<file path="src/apdu_cfg.svh">
`ifndef APDU_CFG_SVH
`define APDU_CFG_SVH

// ************************************************************
// command header bytes
// ************************************************************
`define CLA_PSEUDO      8'hFF
`define INS_PLAIN       8'h00
`define INS_GET_RESP    8'hC0
`define P1_DIRECT       8'h00
`define P1_LAMP         8'h40
`define P2_ZERO         8'h00
`define LC_LAMP         8'h04
`define HDR_BYTES       9'h005
`define LAMP_CMD_BYTES  9'h009
`define CMD_MAX_BYTES   9'h104

// ************************************************************
// status words
// ************************************************************
`define SW1_MORE        8'h61
`define SW1_OK          8'h90
`define SW1_ERR         8'h63
`define SW2_NONE        8'h00
`define SW2_GENERAL     8'h00
`define SW2_TIMEOUT     8'h01
`define SW2_CHECKSUM    8'h27
`define SW2_PARAM       8'h7F

// ************************************************************
// state control byte fields, lamp i at lsb + i; buzzer link byte bits
// ************************************************************
`define CTRL_FIN_LSB    0
`define CTRL_MSK_LSB    2
`define CTRL_INI_LSB    4
`define CTRL_BLK_LSB    6
`define LINK_INI_BIT    0
`define LINK_TOG_BIT    1

// ************************************************************
// register offsets
// ************************************************************
`define REG_CMD_BYTE    8'h00
`define REG_CMD_EXEC    8'h04
`define REG_STATUS      8'h08
`define REG_RESP_DATA   8'h0C
`define REG_LAMP        8'h10
`define REG_RESP_LEFT   8'h14

// ************************************************************
// timing
// ************************************************************
`define CLK_MHZ         200
`define TICK_MS         100
`define FE_TIMEOUT_MS   500
`define TICK_CYCLES     (`TICK_MS * 1000 * `CLK_MHZ)
`define FE_TO_CYCLES    (`FE_TIMEOUT_MS * 1000 * `CLK_MHZ)

`endif

</file>
<file path="src/apdu_pkg.sv">
// ************************************************************
// shared types
// ************************************************************
package apdu_pkg;

	typedef enum logic [1:0] {
		SEQ_IDLE = 2'b00,
		SEQ_INIT = 2'b01,
		SEQ_TOGG = 2'b10
	} seq_state_t;

	typedef enum logic [1:0] {
		FE_OK       = 2'b00,
		FE_GENERAL  = 2'b01,
		FE_CHECKSUM = 2'b10,
		FE_SPARE    = 2'b11
	} fe_res_t;

endpackage : apdu_pkg

</file>
<file path="src/tick_gen.sv">
`timescale 1ns/1ps
`default_nettype none
`include "apdu_cfg.svh"

module tick_gen
	import apdu_pkg::*;
#(
	parameter int unsigned CYCLES = `TICK_CYCLES
)
(
	input  wire logic core_clk, // system clock
	input  wire logic resetn,   // sync reset, low
	input  wire logic clear,    // restart the step
	output logic      tick_ff   // one-cycle step pulse
);

	localparam logic [31:0] LAST = 32'(CYCLES - 1);

	logic [31:0] cnt_ff;

	// ************************************************************
	// prescaler
	// ************************************************************
	// free count, realigned on each new sequence
	always_ff @(posedge core_clk)
	begin
		if (!resetn || clear)
			cnt_ff <= 32'h0;
		else if (cnt_ff >= LAST)
			cnt_ff <= 32'h0; // RULE20
		else
			cnt_ff <= cnt_ff + 32'h1;
	end

	// pulse on the last count
	always_ff @(posedge core_clk)
	begin
		if (!resetn || clear)
			tick_ff <= 1'b0;
		else
			tick_ff <= (cnt_ff >= LAST); // RULE20
	end
endmodule : tick_gen

`default_nettype wire

</file>
<file path="src/blink_seq.sv">
`timescale 1ns/1ps
`default_nettype none
`include "apdu_cfg.svh"

module blink_seq
	import apdu_pkg::*;
(
	input  wire logic       core_clk, // system clock
	input  wire logic       resetn,   // sync reset, low
	input  wire logic       tick,     // 100 ms step
	input  wire logic       start,    // load a lamp command
	input  wire logic [7:0] ctrl_in,  // state control byte
	input  wire logic [7:0] ini_in,   // initial phase steps
	input  wire logic [7:0] tog_in,   // toggled phase steps
	input  wire logic [7:0] reps_in,  // repetitions
	input  wire logic [7:0] link_in,  // buzzer link
	output logic [1:0]      lamp_ff,  // {green, red}
	output logic            buzz_ff   // buzzer on
);

	seq_state_t state_ff;
	seq_state_t nxt_state;
	logic [7:0] ctrl_ff;
	logic [7:0] initial_phase_time_ff;
	logic [7:0] toggled_phase_time_ff;
	logic [7:0] reps_ff;
	logic [7:0] link_ff;
	logic [7:0] cnt_ff;
	logic [7:0] nxt_link;
	logic       done;
	logic       finish;

	// phase ends once its step count is reached
	assign done = (state_ff == SEQ_INIT) ? (cnt_ff >= initial_phase_time_ff) : // RULE14
		(cnt_ff >= toggled_phase_time_ff); // RULE14
	assign finish = (state_ff == SEQ_TOGG) && done && (reps_ff == 8'h01);
	assign nxt_link = start ? link_in : link_ff;

	// ************************************************************
	// sequence state
	// ************************************************************
	always_comb
	begin
		nxt_state = state_ff;
		if (start)
			nxt_state = (reps_in != 8'h00) ? SEQ_INIT : SEQ_IDLE; // RULE18
		else
			unique case (state_ff)
				SEQ_IDLE: nxt_state = SEQ_IDLE;
				SEQ_INIT: if (done) nxt_state = SEQ_TOGG; // RULE19
				SEQ_TOGG: if (done) nxt_state = finish ? SEQ_IDLE : SEQ_INIT; // RULE19
				default:  nxt_state = SEQ_IDLE;
			endcase
	end

	always_ff @(posedge core_clk)
	begin
		if (!resetn)
			state_ff <= SEQ_IDLE;
		else
			state_ff <= nxt_state;
	end

	// latched command fields
	always_ff @(posedge core_clk)
	begin
		if (!resetn)
		begin
			ctrl_ff               <= 8'h00;
			initial_phase_time_ff <= 8'h00;
			toggled_phase_time_ff <= 8'h00;
			link_ff               <= 8'h00;
		end
		else if (start)
		begin
			ctrl_ff               <= ctrl_in;
			initial_phase_time_ff <= ini_in;
			toggled_phase_time_ff <= tog_in;
			link_ff               <= link_in;
		end
	end

	// repetitions left, counted down after each toggled phase
	always_ff @(posedge core_clk)
	begin
		if (!resetn)
			reps_ff <= 8'h00;
		else if (start)
			reps_ff <= reps_in;
		else if ((state_ff == SEQ_TOGG) && done)
			reps_ff <= reps_ff - 8'h01; // RULE19
	end

	// steps spent in the current phase
	always_ff @(posedge core_clk)
	begin
		if (!resetn || start)
			cnt_ff <= 8'h00;
		else if ((state_ff != SEQ_IDLE) && done)
			cnt_ff <= 8'h00;
		else if ((state_ff != SEQ_IDLE) && tick)
			cnt_ff <= cnt_ff + 8'h01; // RULE14
	end

	// buzzer follows the phase it is linked to
	always_ff @(posedge core_clk)
	begin
		if (!resetn)
			buzz_ff <= 1'b0;
		else
			buzz_ff <= ((nxt_state == SEQ_INIT) && nxt_link[`LINK_INI_BIT]) || // RULE15
				((nxt_state == SEQ_TOGG) && nxt_link[`LINK_TOG_BIT]); // RULE15
	end

	// ************************************************************
	// per lamp level
	// ************************************************************
	for (genvar i = 0; i < 2; i++)
	begin : g_lamp
		always_ff @(posedge core_clk)
		begin
			if (!resetn)
				lamp_ff[i] <= 1'b0;
			else if (start && (reps_in == 8'h00))
			begin
				if (ctrl_in[`CTRL_MSK_LSB + i]) // RULE11
					lamp_ff[i] <= ctrl_in[`CTRL_FIN_LSB + i]; // RULE11
			end
			else if (start)
			begin
				if (ctrl_in[`CTRL_BLK_LSB + i]) // RULE13
					lamp_ff[i] <= ctrl_in[`CTRL_INI_LSB + i]; // RULE12
			end
			else if (finish)
			begin
				if (ctrl_ff[`CTRL_MSK_LSB + i]) // RULE17
					lamp_ff[i] <= ctrl_ff[`CTRL_FIN_LSB + i]; // RULE17
			end
			else if (done && ctrl_ff[`CTRL_BLK_LSB + i])
			begin
				if (state_ff == SEQ_INIT)
					lamp_ff[i] <= ~ctrl_ff[`CTRL_INI_LSB + i]; // RULE19
				else if (state_ff == SEQ_TOGG)
					lamp_ff[i] <= ctrl_ff[`CTRL_INI_LSB + i]; // RULE12
			end
		end
	end
endmodule : blink_seq

`default_nettype wire

</file>
<file path="src/apdu_handler.sv">
// Function
// RULE1 - pass-through success answers 61 and length
// RULE2 - general pass-through failure answers 63 00
// RULE3 - front end silent answers 63 01
// RULE4 - bad reply checksum answers 63 27
// RULE5 - malformed embedded command answers 63 7F
// RULE6 - FF C0 00 00 length fetches data
// RULE7 - one-byte length, at most 255 bytes
// RULE8 - fetch with nothing pending answers 63 00
// RULE9 - host fetches right after each pass-through
// RULE10 - lamp command: FF 00 40 ctrl 04 plus four
// RULE11 - final levels applied only where mask set
// RULE12 - bits 4,5 give initial blink levels
// RULE13 - bits 6,7 enable blinking per lamp
// RULE14 - bytes 0,1 phase steps, byte 2 repeats
// RULE15 - byte 3 links buzzer to phases
// RULE16 - lamp command answers 90 and levels
// RULE17 - final levels after whole blink sequence
// RULE18 - zero repetitions: no blink, no buzzer
// RULE19 - initial phase, inverted phase, then count
// RULE20 - prescaler makes the 100 ms step
`timescale 1ns/1ps
`default_nettype none
`include "apdu_cfg.svh"

module apdu_handler
	import apdu_pkg::*;
#(
	parameter int unsigned TICK_CYCLES  = `TICK_CYCLES,
	parameter int unsigned FE_TO_CYCLES = `FE_TO_CYCLES
)
(
	input  wire logic        core_clk,    // system clock
	input  wire logic        resetn,      // sync reset, low
	input  wire logic [7:0]  reg_addr,    // register byte address
	input  wire logic [31:0] reg_wdata,   // write data
	input  wire logic        reg_wr,      // write strobe
	input  wire logic        reg_rd,      // read strobe
	output logic      [31:0] reg_rdata,   // read data, next cycle
	output logic             fe_req,      // start front-end command
	output logic      [7:0]  fe_cmd_len,  // embedded command bytes
	input  wire logic [7:0]  fe_rd_addr,  // embedded byte index
	output logic      [7:0]  fe_rd_data,  // embedded byte, next cycle
	input  wire logic        fe_done,     // front end finished
	input  wire logic [1:0]  fe_status,   // front-end result
	input  wire logic [7:0]  fe_resp_len, // reply byte count
	input  wire logic        fe_wr,       // reply byte strobe
	input  wire logic [7:0]  fe_wr_data,  // reply byte
	output logic             red_led,     // red lamp on
	output logic             green_led,   // green lamp on
	output logic             buzzer       // buzzer on
);

	localparam logic [31:0] TO_LAST = 32'(FE_TO_CYCLES - 1);

	logic [7:0]  cmd_mem [0:259];
	logic [7:0]  resp_mem [0:255];
	logic [8:0]  cmd_cnt_ff;
	logic        cmd_ovf_ff;
	logic        busy_ff;
	logic        pending_ff;
	logic [7:0]  pending_response_length_ff;
	logic [7:0]  left_ff;
	logic [7:0]  rd_ptr_ff;
	logic [7:0]  wr_ptr_ff;
	logic [31:0] to_cnt_ff;
	logic [7:0]  sw1_ff;
	logic [7:0]  sw2_ff;
	logic        fe_req_ff;
	logic [7:0]  fe_cmd_len_ff;
	logic [7:0]  fe_rd_data_ff;
	logic [31:0] rdata_ff;
	logic [1:0]  lamp;
	logic        buzz;
	logic        tick;
	logic        exec_go;
	logic        hdr_ok;
	logic        is_pseudo;
	logic        lamp_cmd;
	logic        direct_cmd;
	logic        direct_ok;
	logic        get_cmd;
	logic        lamp_start;
	logic        fe_end;
	logic        fe_timeout;
	logic        resp_pop;
	logic [7:0]  get_len;

	// ************************************************************
	// command decode
	// ************************************************************
	// executes only while no front-end command is outstanding
	assign exec_go   = reg_wr && (reg_addr == `REG_CMD_EXEC) && !busy_ff;
	assign hdr_ok    = (cmd_cnt_ff >= `HDR_BYTES) && !cmd_ovf_ff;
	assign is_pseudo = hdr_ok && (cmd_mem[0] == `CLA_PSEUDO);
	assign lamp_cmd  = is_pseudo && (cmd_mem[1] == `INS_PLAIN) && (cmd_mem[2] == `P1_LAMP)
		&& (cmd_mem[4] == `LC_LAMP) && (cmd_cnt_ff == `LAMP_CMD_BYTES); // RULE10
	assign direct_cmd = is_pseudo && (cmd_mem[1] == `INS_PLAIN) && (cmd_mem[2] == `P1_DIRECT)
		&& (cmd_mem[3] == `P2_ZERO);
	assign direct_ok = direct_cmd && (cmd_mem[4] != 8'h00)
		&& (cmd_cnt_ff == ({1'b0, cmd_mem[4]} + `HDR_BYTES)); // RULE5
	assign get_cmd   = is_pseudo && (cmd_mem[1] == `INS_GET_RESP) && (cmd_mem[2] == `P2_ZERO)
		&& (cmd_mem[3] == `P2_ZERO) && (cmd_cnt_ff == `HDR_BYTES); // RULE6
	assign lamp_start = exec_go && lamp_cmd;
	// fetch length is one byte, clipped to what is waiting
	assign get_len   = (cmd_mem[4] < pending_response_length_ff) ? cmd_mem[4] : // RULE7
		pending_response_length_ff;
	assign fe_end     = busy_ff && fe_done;
	assign fe_timeout = busy_ff && !fe_done && (to_cnt_ff >= TO_LAST);
	assign resp_pop   = reg_rd && (reg_addr == `REG_RESP_DATA) && (left_ff != 8'h00);

	// ************************************************************
	// command and reply buffers
	// ************************************************************
	// bytes appended until executed; excess marks overflow
	always_ff @(posedge core_clk)
	begin
		if (!resetn || exec_go)
		begin
			cmd_cnt_ff <= 9'h000;
			cmd_ovf_ff <= 1'b0;
		end
		else if (reg_wr && (reg_addr == `REG_CMD_BYTE) && !busy_ff)
		begin
			if (cmd_cnt_ff < `CMD_MAX_BYTES)
				cmd_cnt_ff <= cmd_cnt_ff + 9'h001;
			else
				cmd_ovf_ff <= 1'b1;
		end
	end

	always_ff @(posedge core_clk)
	begin
		if (reg_wr && (reg_addr == `REG_CMD_BYTE) && !busy_ff && (cmd_cnt_ff < `CMD_MAX_BYTES))
			cmd_mem[cmd_cnt_ff] <= reg_wdata[7:0];
	end

	// front end reads the embedded command after the header
	always_ff @(posedge core_clk)
	begin
		if (!resetn)
			fe_rd_data_ff <= 8'h00;
		else
			fe_rd_data_ff <= cmd_mem[9'({1'b0, fe_rd_addr} + `HDR_BYTES)];
	end

	// reply bytes land while the command is outstanding
	always_ff @(posedge core_clk)
	begin
		if (!resetn || fe_req_ff)
			wr_ptr_ff <= 8'h00;
		else if (busy_ff && fe_wr)
			wr_ptr_ff <= wr_ptr_ff + 8'h01;
	end

	always_ff @(posedge core_clk)
	begin
		if (busy_ff && fe_wr)
			resp_mem[wr_ptr_ff] <= fe_wr_data;
	end

	// ************************************************************
	// front-end handshake
	// ************************************************************
	always_ff @(posedge core_clk)
	begin
		if (!resetn)
		begin
			fe_req_ff     <= 1'b0;
			fe_cmd_len_ff <= 8'h00;
		end
		else
		begin
			fe_req_ff <= exec_go && direct_ok;
			if (exec_go && direct_ok)
				fe_cmd_len_ff <= cmd_mem[4];
		end
	end

	// busy until the reply or the timeout
	always_ff @(posedge core_clk)
	begin
		if (!resetn)
			busy_ff <= 1'b0;
		else if (exec_go && direct_ok)
			busy_ff <= 1'b1;
		else if (fe_end || fe_timeout)
			busy_ff <= 1'b0; // RULE3
	end

	always_ff @(posedge core_clk)
	begin
		if (!resetn || !busy_ff)
			to_cnt_ff <= 32'h0;
		else
			to_cnt_ff <= to_cnt_ff + 32'h1; // RULE3
	end

	// ************************************************************
	// status words and pending reply
	// ************************************************************
	always_ff @(posedge core_clk)
	begin
		if (!resetn)
		begin
			sw1_ff <= `SW1_OK;
			sw2_ff <= `SW2_NONE;
		end
		else if (fe_end)
			unique case (fe_status)
				FE_OK:
				begin
					sw1_ff <= `SW1_MORE; // RULE1
					sw2_ff <= fe_resp_len; // RULE1
				end
				FE_CHECKSUM:
				begin
					sw1_ff <= `SW1_ERR; // RULE4
					sw2_ff <= `SW2_CHECKSUM; // RULE4
				end
				default:
				begin
					sw1_ff <= `SW1_ERR; // RULE2
					sw2_ff <= `SW2_GENERAL; // RULE2
				end
			endcase
		else if (fe_timeout)
		begin
			sw1_ff <= `SW1_ERR; // RULE3
			sw2_ff <= `SW2_TIMEOUT; // RULE3
		end
		else if (exec_go)
		begin
			if (lamp_cmd)
			begin
				sw1_ff <= `SW1_OK; // RULE16
				sw2_ff <= {6'h00, lamp}; // RULE16
			end
			else if (direct_cmd && !direct_ok)
			begin
				sw1_ff <= `SW1_ERR; // RULE5
				sw2_ff <= `SW2_PARAM; // RULE5
			end
			else if (get_cmd && pending_ff)
			begin
				sw1_ff <= `SW1_OK; // RULE6
				sw2_ff <= `SW2_NONE;
			end
			else if (!direct_ok)
			begin
				sw1_ff <= `SW1_ERR; // RULE8
				sw2_ff <= `SW2_GENERAL; // RULE8
			end
		end
	end

	// waiting reply; set by the front end, taken by one fetch
	always_ff @(posedge core_clk)
	begin
		if (!resetn)
		begin
			pending_ff                 <= 1'b0;
			pending_response_length_ff <= 8'h00;
		end
		else if (fe_end && (fe_status == FE_OK))
		begin
			pending_ff                 <= 1'b1;
			pending_response_length_ff <= fe_resp_len;
		end
		else if ((exec_go && get_cmd) || fe_end || fe_timeout)
			pending_ff <= 1'b0;
	end

	// fetch window over the reply buffer
	always_ff @(posedge core_clk)
	begin
		if (!resetn)
		begin
			left_ff   <= 8'h00;
			rd_ptr_ff <= 8'h00;
		end
		else if (exec_go && get_cmd)
		begin
			left_ff   <= pending_ff ? get_len : 8'h00; // RULE6
			rd_ptr_ff <= 8'h00;
		end
		else if (exec_go && direct_ok)
			left_ff <= 8'h00;
		else if (resp_pop)
		begin
			left_ff   <= left_ff - 8'h01;
			rd_ptr_ff <= rd_ptr_ff + 8'h01;
		end
	end

	// ************************************************************
	// register read port
	// ************************************************************
	always_ff @(posedge core_clk)
	begin
		if (!resetn || !reg_rd)
			rdata_ff <= 32'h0;
		else
			unique case (reg_addr)
				`REG_STATUS:    rdata_ff <= {busy_ff, pending_ff, 14'h0, sw1_ff, sw2_ff};
				`REG_RESP_DATA: rdata_ff <= resp_pop ? {24'h0, resp_mem[rd_ptr_ff]} : 32'h0;
				`REG_LAMP:      rdata_ff <= {29'h0, buzz, lamp};
				`REG_RESP_LEFT: rdata_ff <= {16'h0, pending_response_length_ff, left_ff};
				default:        rdata_ff <= 32'h0;
			endcase
	end

	// ************************************************************
	// lamp and buzzer sequence
	// ************************************************************
	tick_gen #(
		.CYCLES   (TICK_CYCLES)
	) u_tick (
		.core_clk (core_clk),
		.resetn   (resetn),
		.clear    (lamp_start),
		.tick_ff  (tick)
	);

	blink_seq u_seq (
		.core_clk (core_clk),
		.resetn   (resetn),
		.tick     (tick),
		.start    (lamp_start),
		.ctrl_in  (cmd_mem[3]),
		.ini_in   (cmd_mem[5]),
		.tog_in   (cmd_mem[6]),
		.reps_in  (cmd_mem[7]),
		.link_in  (cmd_mem[8]),
		.lamp_ff  (lamp),
		.buzz_ff  (buzz)
	);

	assign reg_rdata  = rdata_ff;
	assign fe_req     = fe_req_ff;
	assign fe_cmd_len = fe_cmd_len_ff;
	assign fe_rd_data = fe_rd_data_ff;
	assign red_led    = lamp[0];
	assign green_led  = lamp[1];
	assign buzzer     = buzz;
endmodule : apdu_handler

`default_nettype wire

</file>
<file path="config.mk">
export PLATFORM = sky130hd
export DESIGN_NAME = apdu_handler
export DESIGN_NICKNAME = d
export VERILOG_FILES = /design/src/apdu_pkg.sv /design/src/tick_gen.sv /design/src/blink_seq.sv /design/src/apdu_handler.sv
export VERILOG_INCLUDE_DIRS = /design/src /design/src/src
export SDC_FILE = /design/constraint.sdc
export NUM_CORES = 2
export LEC_CHECK = 0
export BUFFER_PORTS_ARGS = -buffer_cell sky130_fd_sc_hd__buf_2
export CORE_MARGIN = 2
export CORE_UTILIZATION = 55
export DETAILED_ROUTE_END_ITERATION = 10
export HOLD_SLACK_MARGIN = 0.06
export PLACE_DENSITY = 0.74
export SLEW_MARGIN = 10
export SYNTH_ARGS = -nofsm -noshare
export SYNTH_HDL_FRONTEND = slang
export SYNTH_HIERARCHICAL = 1
export SYNTH_MEMORY_MAX_BITS = 65536
export SYNTH_SLANG_ARGS = --single-unit
</file>
<file path="constraint.sdc">
create_clock -name core_clk -period 5.1 [get_ports core_clk]
set_input_delay 1.02 -clock core_clk [delete_from_list [all_inputs] [get_ports core_clk]]
set_output_delay 1.02 -clock core_clk [all_outputs]
set_load 0.005 [all_outputs]
</file>
* After elaboration in Yosys (flattened, before gate mapping)
Memories as Yosys holds them, arrays and structs flattened. A register that Yosys moved wholly into a read port is not among the register bits.
Index checks and enable logic that the tools add are counted.
** Word-level totals
- Bits of input ports :: 72
- Output and inout bits :: 52
- Memory bits (read-only) :: 0
- Bits in latches :: 0
- Word-level logic and storage cells :: 219
- RAM bits :: 4128
- Register bits :: 197
- Memories kept :: 2
** Memory list
- cmd_mem :: depth 260, width 8, rd ports 10, clocked after Yosys merged registers in 3, write ports 1, line apdu_handler.sv:56 : logic [7:0] cmd_mem [0:259];
- resp_mem :: depth 256, width 8, rd ports 1, clocked after Yosys merged registers in 1, write ports 1, line apdu_handler.sv:57 : logic [7:0] resp_mem [0:255];
** Operators by class
- Divide/modulo/power cells :: 0
- Equality and inequality tests :: 25
- Multipliers :: 0
- Magnitude comparators :: 7
- Shift operators :: 0
- Bitwise gates (word level) :: 5
- Reductions and logical operators :: 85
- Mux-type cells :: 61
- Add/sub/neg operators :: 10
** Operator list (number)
- 8-bit 2-to-1 mux :: 24
- 32-bit one-hot mux with 4 select lines :: 1
- 32-bit by 1-bit adder with 32-bit output (second input constant) :: 2
- 1-bit logical AND :: 40
- 8-bit zero test :: 5
- 32-bit by 25-bit >= comparator with 1-bit output (second input constant) :: 1
- 32-bit by 27-bit >= comparator with 1-bit output (second input constant) :: 1
- 1-bit 2-to-1 mux :: 29
- 8-bit by 1-bit adder with 8-bit output (second input constant) :: 3
- 8-bit nonzero test :: 3
- 8-bit by 3-bit adder with 9-bit output (second input constant) :: 2
- 8-bit by 3-bit == test with 1-bit output (second input constant) :: 2
- 8-bit by 4-bit == test with 1-bit output (second input constant) :: 2
- 8-bit by 5-bit == test with 1-bit output (second input constant) :: 2
- 8-bit == test (second input constant) :: 2
- 8-bit >= comparator :: 2
- 8-bit one-hot mux with 2 select lines :: 1
- 8-bit by 1-bit subtractor with 8-bit output (second input constant) :: 2
- 2-bit 2-to-1 mux :: 5
- 5-bit AND reduction :: 2
- 9-bit by 1-bit adder with 9-bit output (second input constant) :: 1
- 9-bit by 3-bit == test with 1-bit output (second input constant) :: 1
- 9-bit by 4-bit == test with 1-bit output (second input constant) :: 1
- 9-bit == test :: 1
- 22 further kinds :: 58

* Longest topological paths before layout
- Word-level depth :: 15
- Gate-level depth with buffers :: 15
- Mapped depth without buffers :: 13

* Hierarchy
The synthesis kept the hierarchy.
** Modules (own cells, without submodules)
- apdu_handler :: area each 169503.8 um^2, times used 1, seq. area each 129444.1 um^2, cells an instance 8056
- blink_seq :: area each 2637.5 um^2, times used 1, seq. area each 940.9 um^2, cells an instance 293
- tick_gen :: area each 1446.4 um^2, times used 1, seq. area each 660.6 um^2, cells an instance 148

* Worst setup path before layout
Ideal clock, no wire load.
- Kind :: input -> register
- Start :: in fe_rd_addr[0]
- End :: reg fe_rd_data_ff[1], in the netlist fe_rd_data[1] (read register of cmd_mem)
- Arrival time :: 3.365 ns
- Stages on the path :: 9
- Data required time :: 4.985 ns
- Buffers on the path :: 3
- Setup time :: 0.115 ns
- Path slack :: 1.619 ns
- Cell sequence :: ha_1 > buf_2 > buf_1 > clkbuf_1 > mux4_2 > mux4_2 > a21oi_1 > nand3_1 > and3_1
** On the way
- Word-level cells in the longest chain between the ends :: 1
** Ends and longest elaborated chain
- from (decl) :: line apdu_handler.sv:42 : input wire logic [7:0] fe_rd_addr,
- 8-bit by 3-bit adder with 9-bit output (no line)
- to (decl) :: line apdu_handler.sv:71 : logic [7:0] fe_rd_data_ff;
No other way between the ends.
A chain may end at the register's enable or synchronous reset.

* Worst setup path in the final report
- Start :: reg cmd_cnt_ff[8]
- End :: reg u_seq.lamp_ff[1]
** On the way
- Word-level cells in the longest chain between the ends :: 11
- Elaborated cells between the ends (all ways) :: 18
- Classes of those cells :: 1 x order compare; 4 x eq/ne; 2 x mux; 11 x reduce/logical
** Ends and longest elaborated chain
- from (decl) :: line apdu_handler.sv:58 : logic [8:0] cmd_cnt_ff;
- from (signal assigned) :: line apdu_handler.sv:126 : cmd_cnt_ff <= cmd_cnt_ff + 9'h001;
- 9-bit by 3-bit >= comparator with 1-bit output (no line)
- 1-bit logical AND :: line apdu_handler.sv:94 : assign hdr_ok = (cmd_cnt_ff >= `HDR_BYTES) && !cmd_ovf_ff;
- 1-bit logical AND :: line apdu_handler.sv:95 : assign is_pseudo = hdr_ok && (cmd_mem[0] == `CLA_PSEUDO);
- 1-bit logical AND (3 in a row) :: line apdu_handler.sv:96 : assign lamp_cmd = is_pseudo && (cmd_mem[1] == `INS_PLAIN) && (cmd_mem[2] == `P1_LAMP)
- 1-bit logical AND (*) :: line apdu_handler.sv:96
- 1-bit logical AND (*) :: line apdu_handler.sv:104 : assign lamp_start = exec_go && lamp_cmd;
- net lamp_start :: line apdu_handler.sv:83 : logic lamp_start;
- 1-bit logical AND :: line blink_seq.sv:124 : else if (start && (reps_in == 8'h00))
- 4-bit by 2-bit inequality test with 1-bit output (no line) (tied with other cells)
- 5-bit AND reduction (no line)
- to (signal, indexed assignment) :: line blink_seq.sv:127 : lamp_ff[i] <= ctrl_in[`CTRL_FIN_LSB + i];
- to (signal, indexed assignment) :: line blink_seq.sv:132 : lamp_ff[i] <= ctrl_in[`CTRL_INI_LSB + i];
- to (signal, indexed assignment) :: line blink_seq.sv:137 : lamp_ff[i] <= ctrl_ff[`CTRL_FIN_LSB + i];
- to (decl) :: line blink_seq.sv:17 : output logic [1:0] lamp_ff,
The timed path passes the listed nets; every way through them passes the cells marked *.

==> metrics.yaml <==
outcome: "complete, no violations"
drt_iter0_drc: 12882
fill_cells: 20640
rsz0062_at_grt: "false"
drc: 0
clk_pin_slew_ns: 0.06
cts-root-buf: "clkbuf_16"
synth_area_leaders: "edfxtp_1 73%, mux4_2 15%, dfxtp_1 2.4%"
r2r-end: "u_seq/lamp_ff[1]"
leakagePower_nw: 61.0
core_area_sq_um: 314000
die_x_um: 566
seqPwrFrac_pct: 53.0
track_usage_pct: 27.4
gp_congestion: 0.890
max_freq_mhz: 229
antenna_found_initial: 17
dr_total_vias: 89793
crit_type: "reg2reg"
port-buffer-count: 85
tightest_slew_ns: 1.23
vdd_drop_max_uv: 379
post_cts_buffers: 0
numCtsBuffers: 431
syn_area_sq_um: 174000
die_area_sq_um: 320000
p_sw_share_pct: 20.6
yosysTopAreaCell: "edfxtp_1"
syn_inst: 8497
cp_max_fo: 10
layout-drive-gt1-share_pct: 26.1
cts_num_sinks: 4434
synth-seq-cells: 4434
rrSetupSlack_ns: 0.74
grt_pass1_wl_um: 632000
slew_viol_final: 0
clockBufferDepth: 4
hold_depth: 3
p_switching_w: 0.0155
ys_types: 100
p_total_w: 0.0753
ff2ff_path_depth: 11
tns_ns: 0
cts.htree.levels: 5
min_from: "fe_resp_len[7]"
hold_viol_final: 0
p_int_w: 0.0598
min_to: "sw2_ff[7]"
nets: 9260
dp_hpwl_um: 266000
areaGrowthSynthToFinish_pct: 13.2
cts_hold_buf: 0
ant_nets: 0
yosysTopAreaCellShare_pct: 73.1
arrival_ns: 5.21
maxCapViolations: 0
p_clk_share_pct: 43.3
hold_class: "in2reg"
yosys_most_used_dff: "edfxtp_1"
synthArstFlopShare_pct: 0
grt_pass1_vias: 90041
synth-edff-count: 4224
synth_warnings: 6
required_ns: 5.96
cts_resized: 0
grt_max_degree: 153
chipHeight_um: 566
cp-start-kind: "register"
fin_worst_skew_ns: 0.0615
wirelength_um: 438000
avgSynthCellArea_sq_um: 20.4
drt-pass1-iter-count: 6
p_comb_share_pct: 3.6
cts_tree: "done"
routedWlPerCell_um: 32.0
finalSetupViolCount: 0
slew_headroom_pct: 17.7
fin_crit_ns: 4.36
ios: 124
rr_startpoint: "cmd_cnt_ff[8]"
clock_latency_ns: 1.00
rows: 206
grt_overflow: 0
powerDensity_nw_per_um2: 383
synth_sequential_area_ratio_pct: 75.5
end_kind: "register"
hold_ws_ns: 0.281
post-route-period-util_pct: 85.4
viasPerCell: 6.56
initial_core_util_pct: 55.2
==> cells in the mapped netlist, drive strengths merged (5+ instances only) <==
master   instances
edfxtp        4224
mux4          1158
nor2           699
nand2          315
buf            252
clkbuf         232
dfxtp          210
nand3          160
mux2i          135
nor3            93
a21oi           90
a22oi           82
o22ai           73
o21ai           64
xor2            62
nor2b           50
inv             48
ha              45
nor4            44
nand4           43
xnor2           41
and3            38
a211oi          26
a31oi           22
and2            20
nand2b          20
o2111ai         20
a221oi          18
a22o            17
or2             16
or3             16
mux2            15
a21boi          11
o211ai          11
o221ai          10
nand3b           9
a21o             8
a2111oi          7
a311oi           7
nor3b            7
o211a            7
o21a             7
o31ai            6
and4             5
==> flip-flops by register name, summed over array words and instances, names as in the netlist, 9 cells and up, named ones only <==
signal and count:
resp_mem 2048, reg_rdata 18, cmd_mem 2176, to_cnt_ff 32, u_tick/cnt_ff 32, cmd_cnt_ff 9
==> cell type report <==
cell class	instances	area, sq um	area share, %
Clock buffer	539	11500	5.86
Clock inverter	261	3080	1.57
Antenna cell	8	20.0	0.0102
Tap cell	4160	5200	2.65
Inverter	48	180	0.0917
Multi-Input combinational cell	3646	40500	20.6
Sequential cell	4434	131000	66.7
Timing Repair Buffer	582	4980	2.53
==> cell usage in the layout, fill, tap and decap left out, types with 47 or more instances in the layout <==
master / netlist / layout
conb_1: 2 / 117
clkinv_2: 0 / 76
o22ai_1: 73 / 73
clkbuf_16: 0 / 438
a21oi_1: 88 / 87
bufinv_16: 0 / 55
a22oi_1: 82 / 82
clkbuf_1: 231 / 83
edfxtp_1: 4224 / 4224
clkinv_1: 0 / 72
nor2b_1: 50 / 47
o21ai_0: 56 / 56
nor2_1: 698 / 695
nand2_1: 315 / 315
nor3_1: 81 / 81
mux4_2: 1154 / 1154
buf_2: 115 / 68
nand3_1: 160 / 148
buf_4: 66 / 442
dfxtp_1: 210 / 205
xor2_1: 61 / 59
buf_12: 1 / 55
mux2i_1: 135 / 135
inv_1: 47 / 47
==> through the flow <==
step	util [%]	worst slack (ns)	instance area (sq um)	cells
global route	62.5	0.575	197000	13672
floorplan	-	1.62	174000	8612
global placement	57.8	0.611	182000	12870
finish	62.5	0.742	197000	13678
CTS	62.5	0.804	196000	13670
detailed placement	57.8	0.640	182000	12870
==> layer usage <==
metal	GRT usage [%]	wire (um)	vias to the layer above
li1	-	-	36180
met1	36.7	156000	46852
met2	43.6	211000	5704
met3	5.73	47700	1041
met4	12.6	22700	16
met5	0	116	-
==> how the worst max path moves through the flow <==
stage | startpoint | to | slack (ns) | cells after the start
finish | cmd_cnt_ff[8] | u_seq/lamp_ff[1] | 0.74 | 11
detailed placement | fe_rd_addr[0] | fe_rd_data[1] | 0.64 | 10
global placement | fe_rd_addr[0] | fe_rd_data[1] | 0.61 | 10
global route | cmd_cnt_ff[0] | u_seq/lamp_ff[1] | 0.57 | 12
CTS | cmd_cnt_ff[0] | u_seq/lamp_ff[1] | 0.80 | 12
floorplan | fe_rd_addr[0] | fe_rd_data[1] | 1.62 | 9
==> worst max-delay path: stages (launching register included) <==
cell and delay, ns:
dfxtp_1 0.55, nor2_1 0.34, nand4b_1 0.23, or4b_1 0.56, nor4_2 0.60, and2_2 0.31
nor2b_1 0.22, nand3_1 0.31, nand3b_1 0.19, o21ai_0 0.12, or4b_1 0.54, o32ai_1 0.28
==> power groups by stage <==
stage | sequential (W) | clock [W] | combinational [W]
finish | 0.0399 | 0.0326 | 0.00273
CTS | 0.0399 | 0.0329 | 0.00273
global placement | 0.0407 | 0 | 0.00264
detailed placement | 0.0407 | 0 | 0.00271
global route | 0.0399 | 0.0343 | 0.00286
floorplan | 0.0407 | 0 | 0.00146
==> kinds of logic (layout without fill, tap and decap cells) <==
logic type / after synthesis / in the layout / share of synthesized area, %
multiplexers: 1308 / 1308 / 15.9
XOR/XNOR: 103 / 103 / 0.535
flip-flops: 4434 / 4434 / 75.5
adder cells (fa/ha/maj): 45 / 45 / 0.324
buffers and inverters: 532 / 1430 / 1.54
AND/OR/NAND/NOR: 1553 / 1553 / 4.09
other: 2 / 125 / 0.00433
AO/OA/AOI/OAI: 520 / 520 / 2.10
Power figures use the tool's default switching activity.
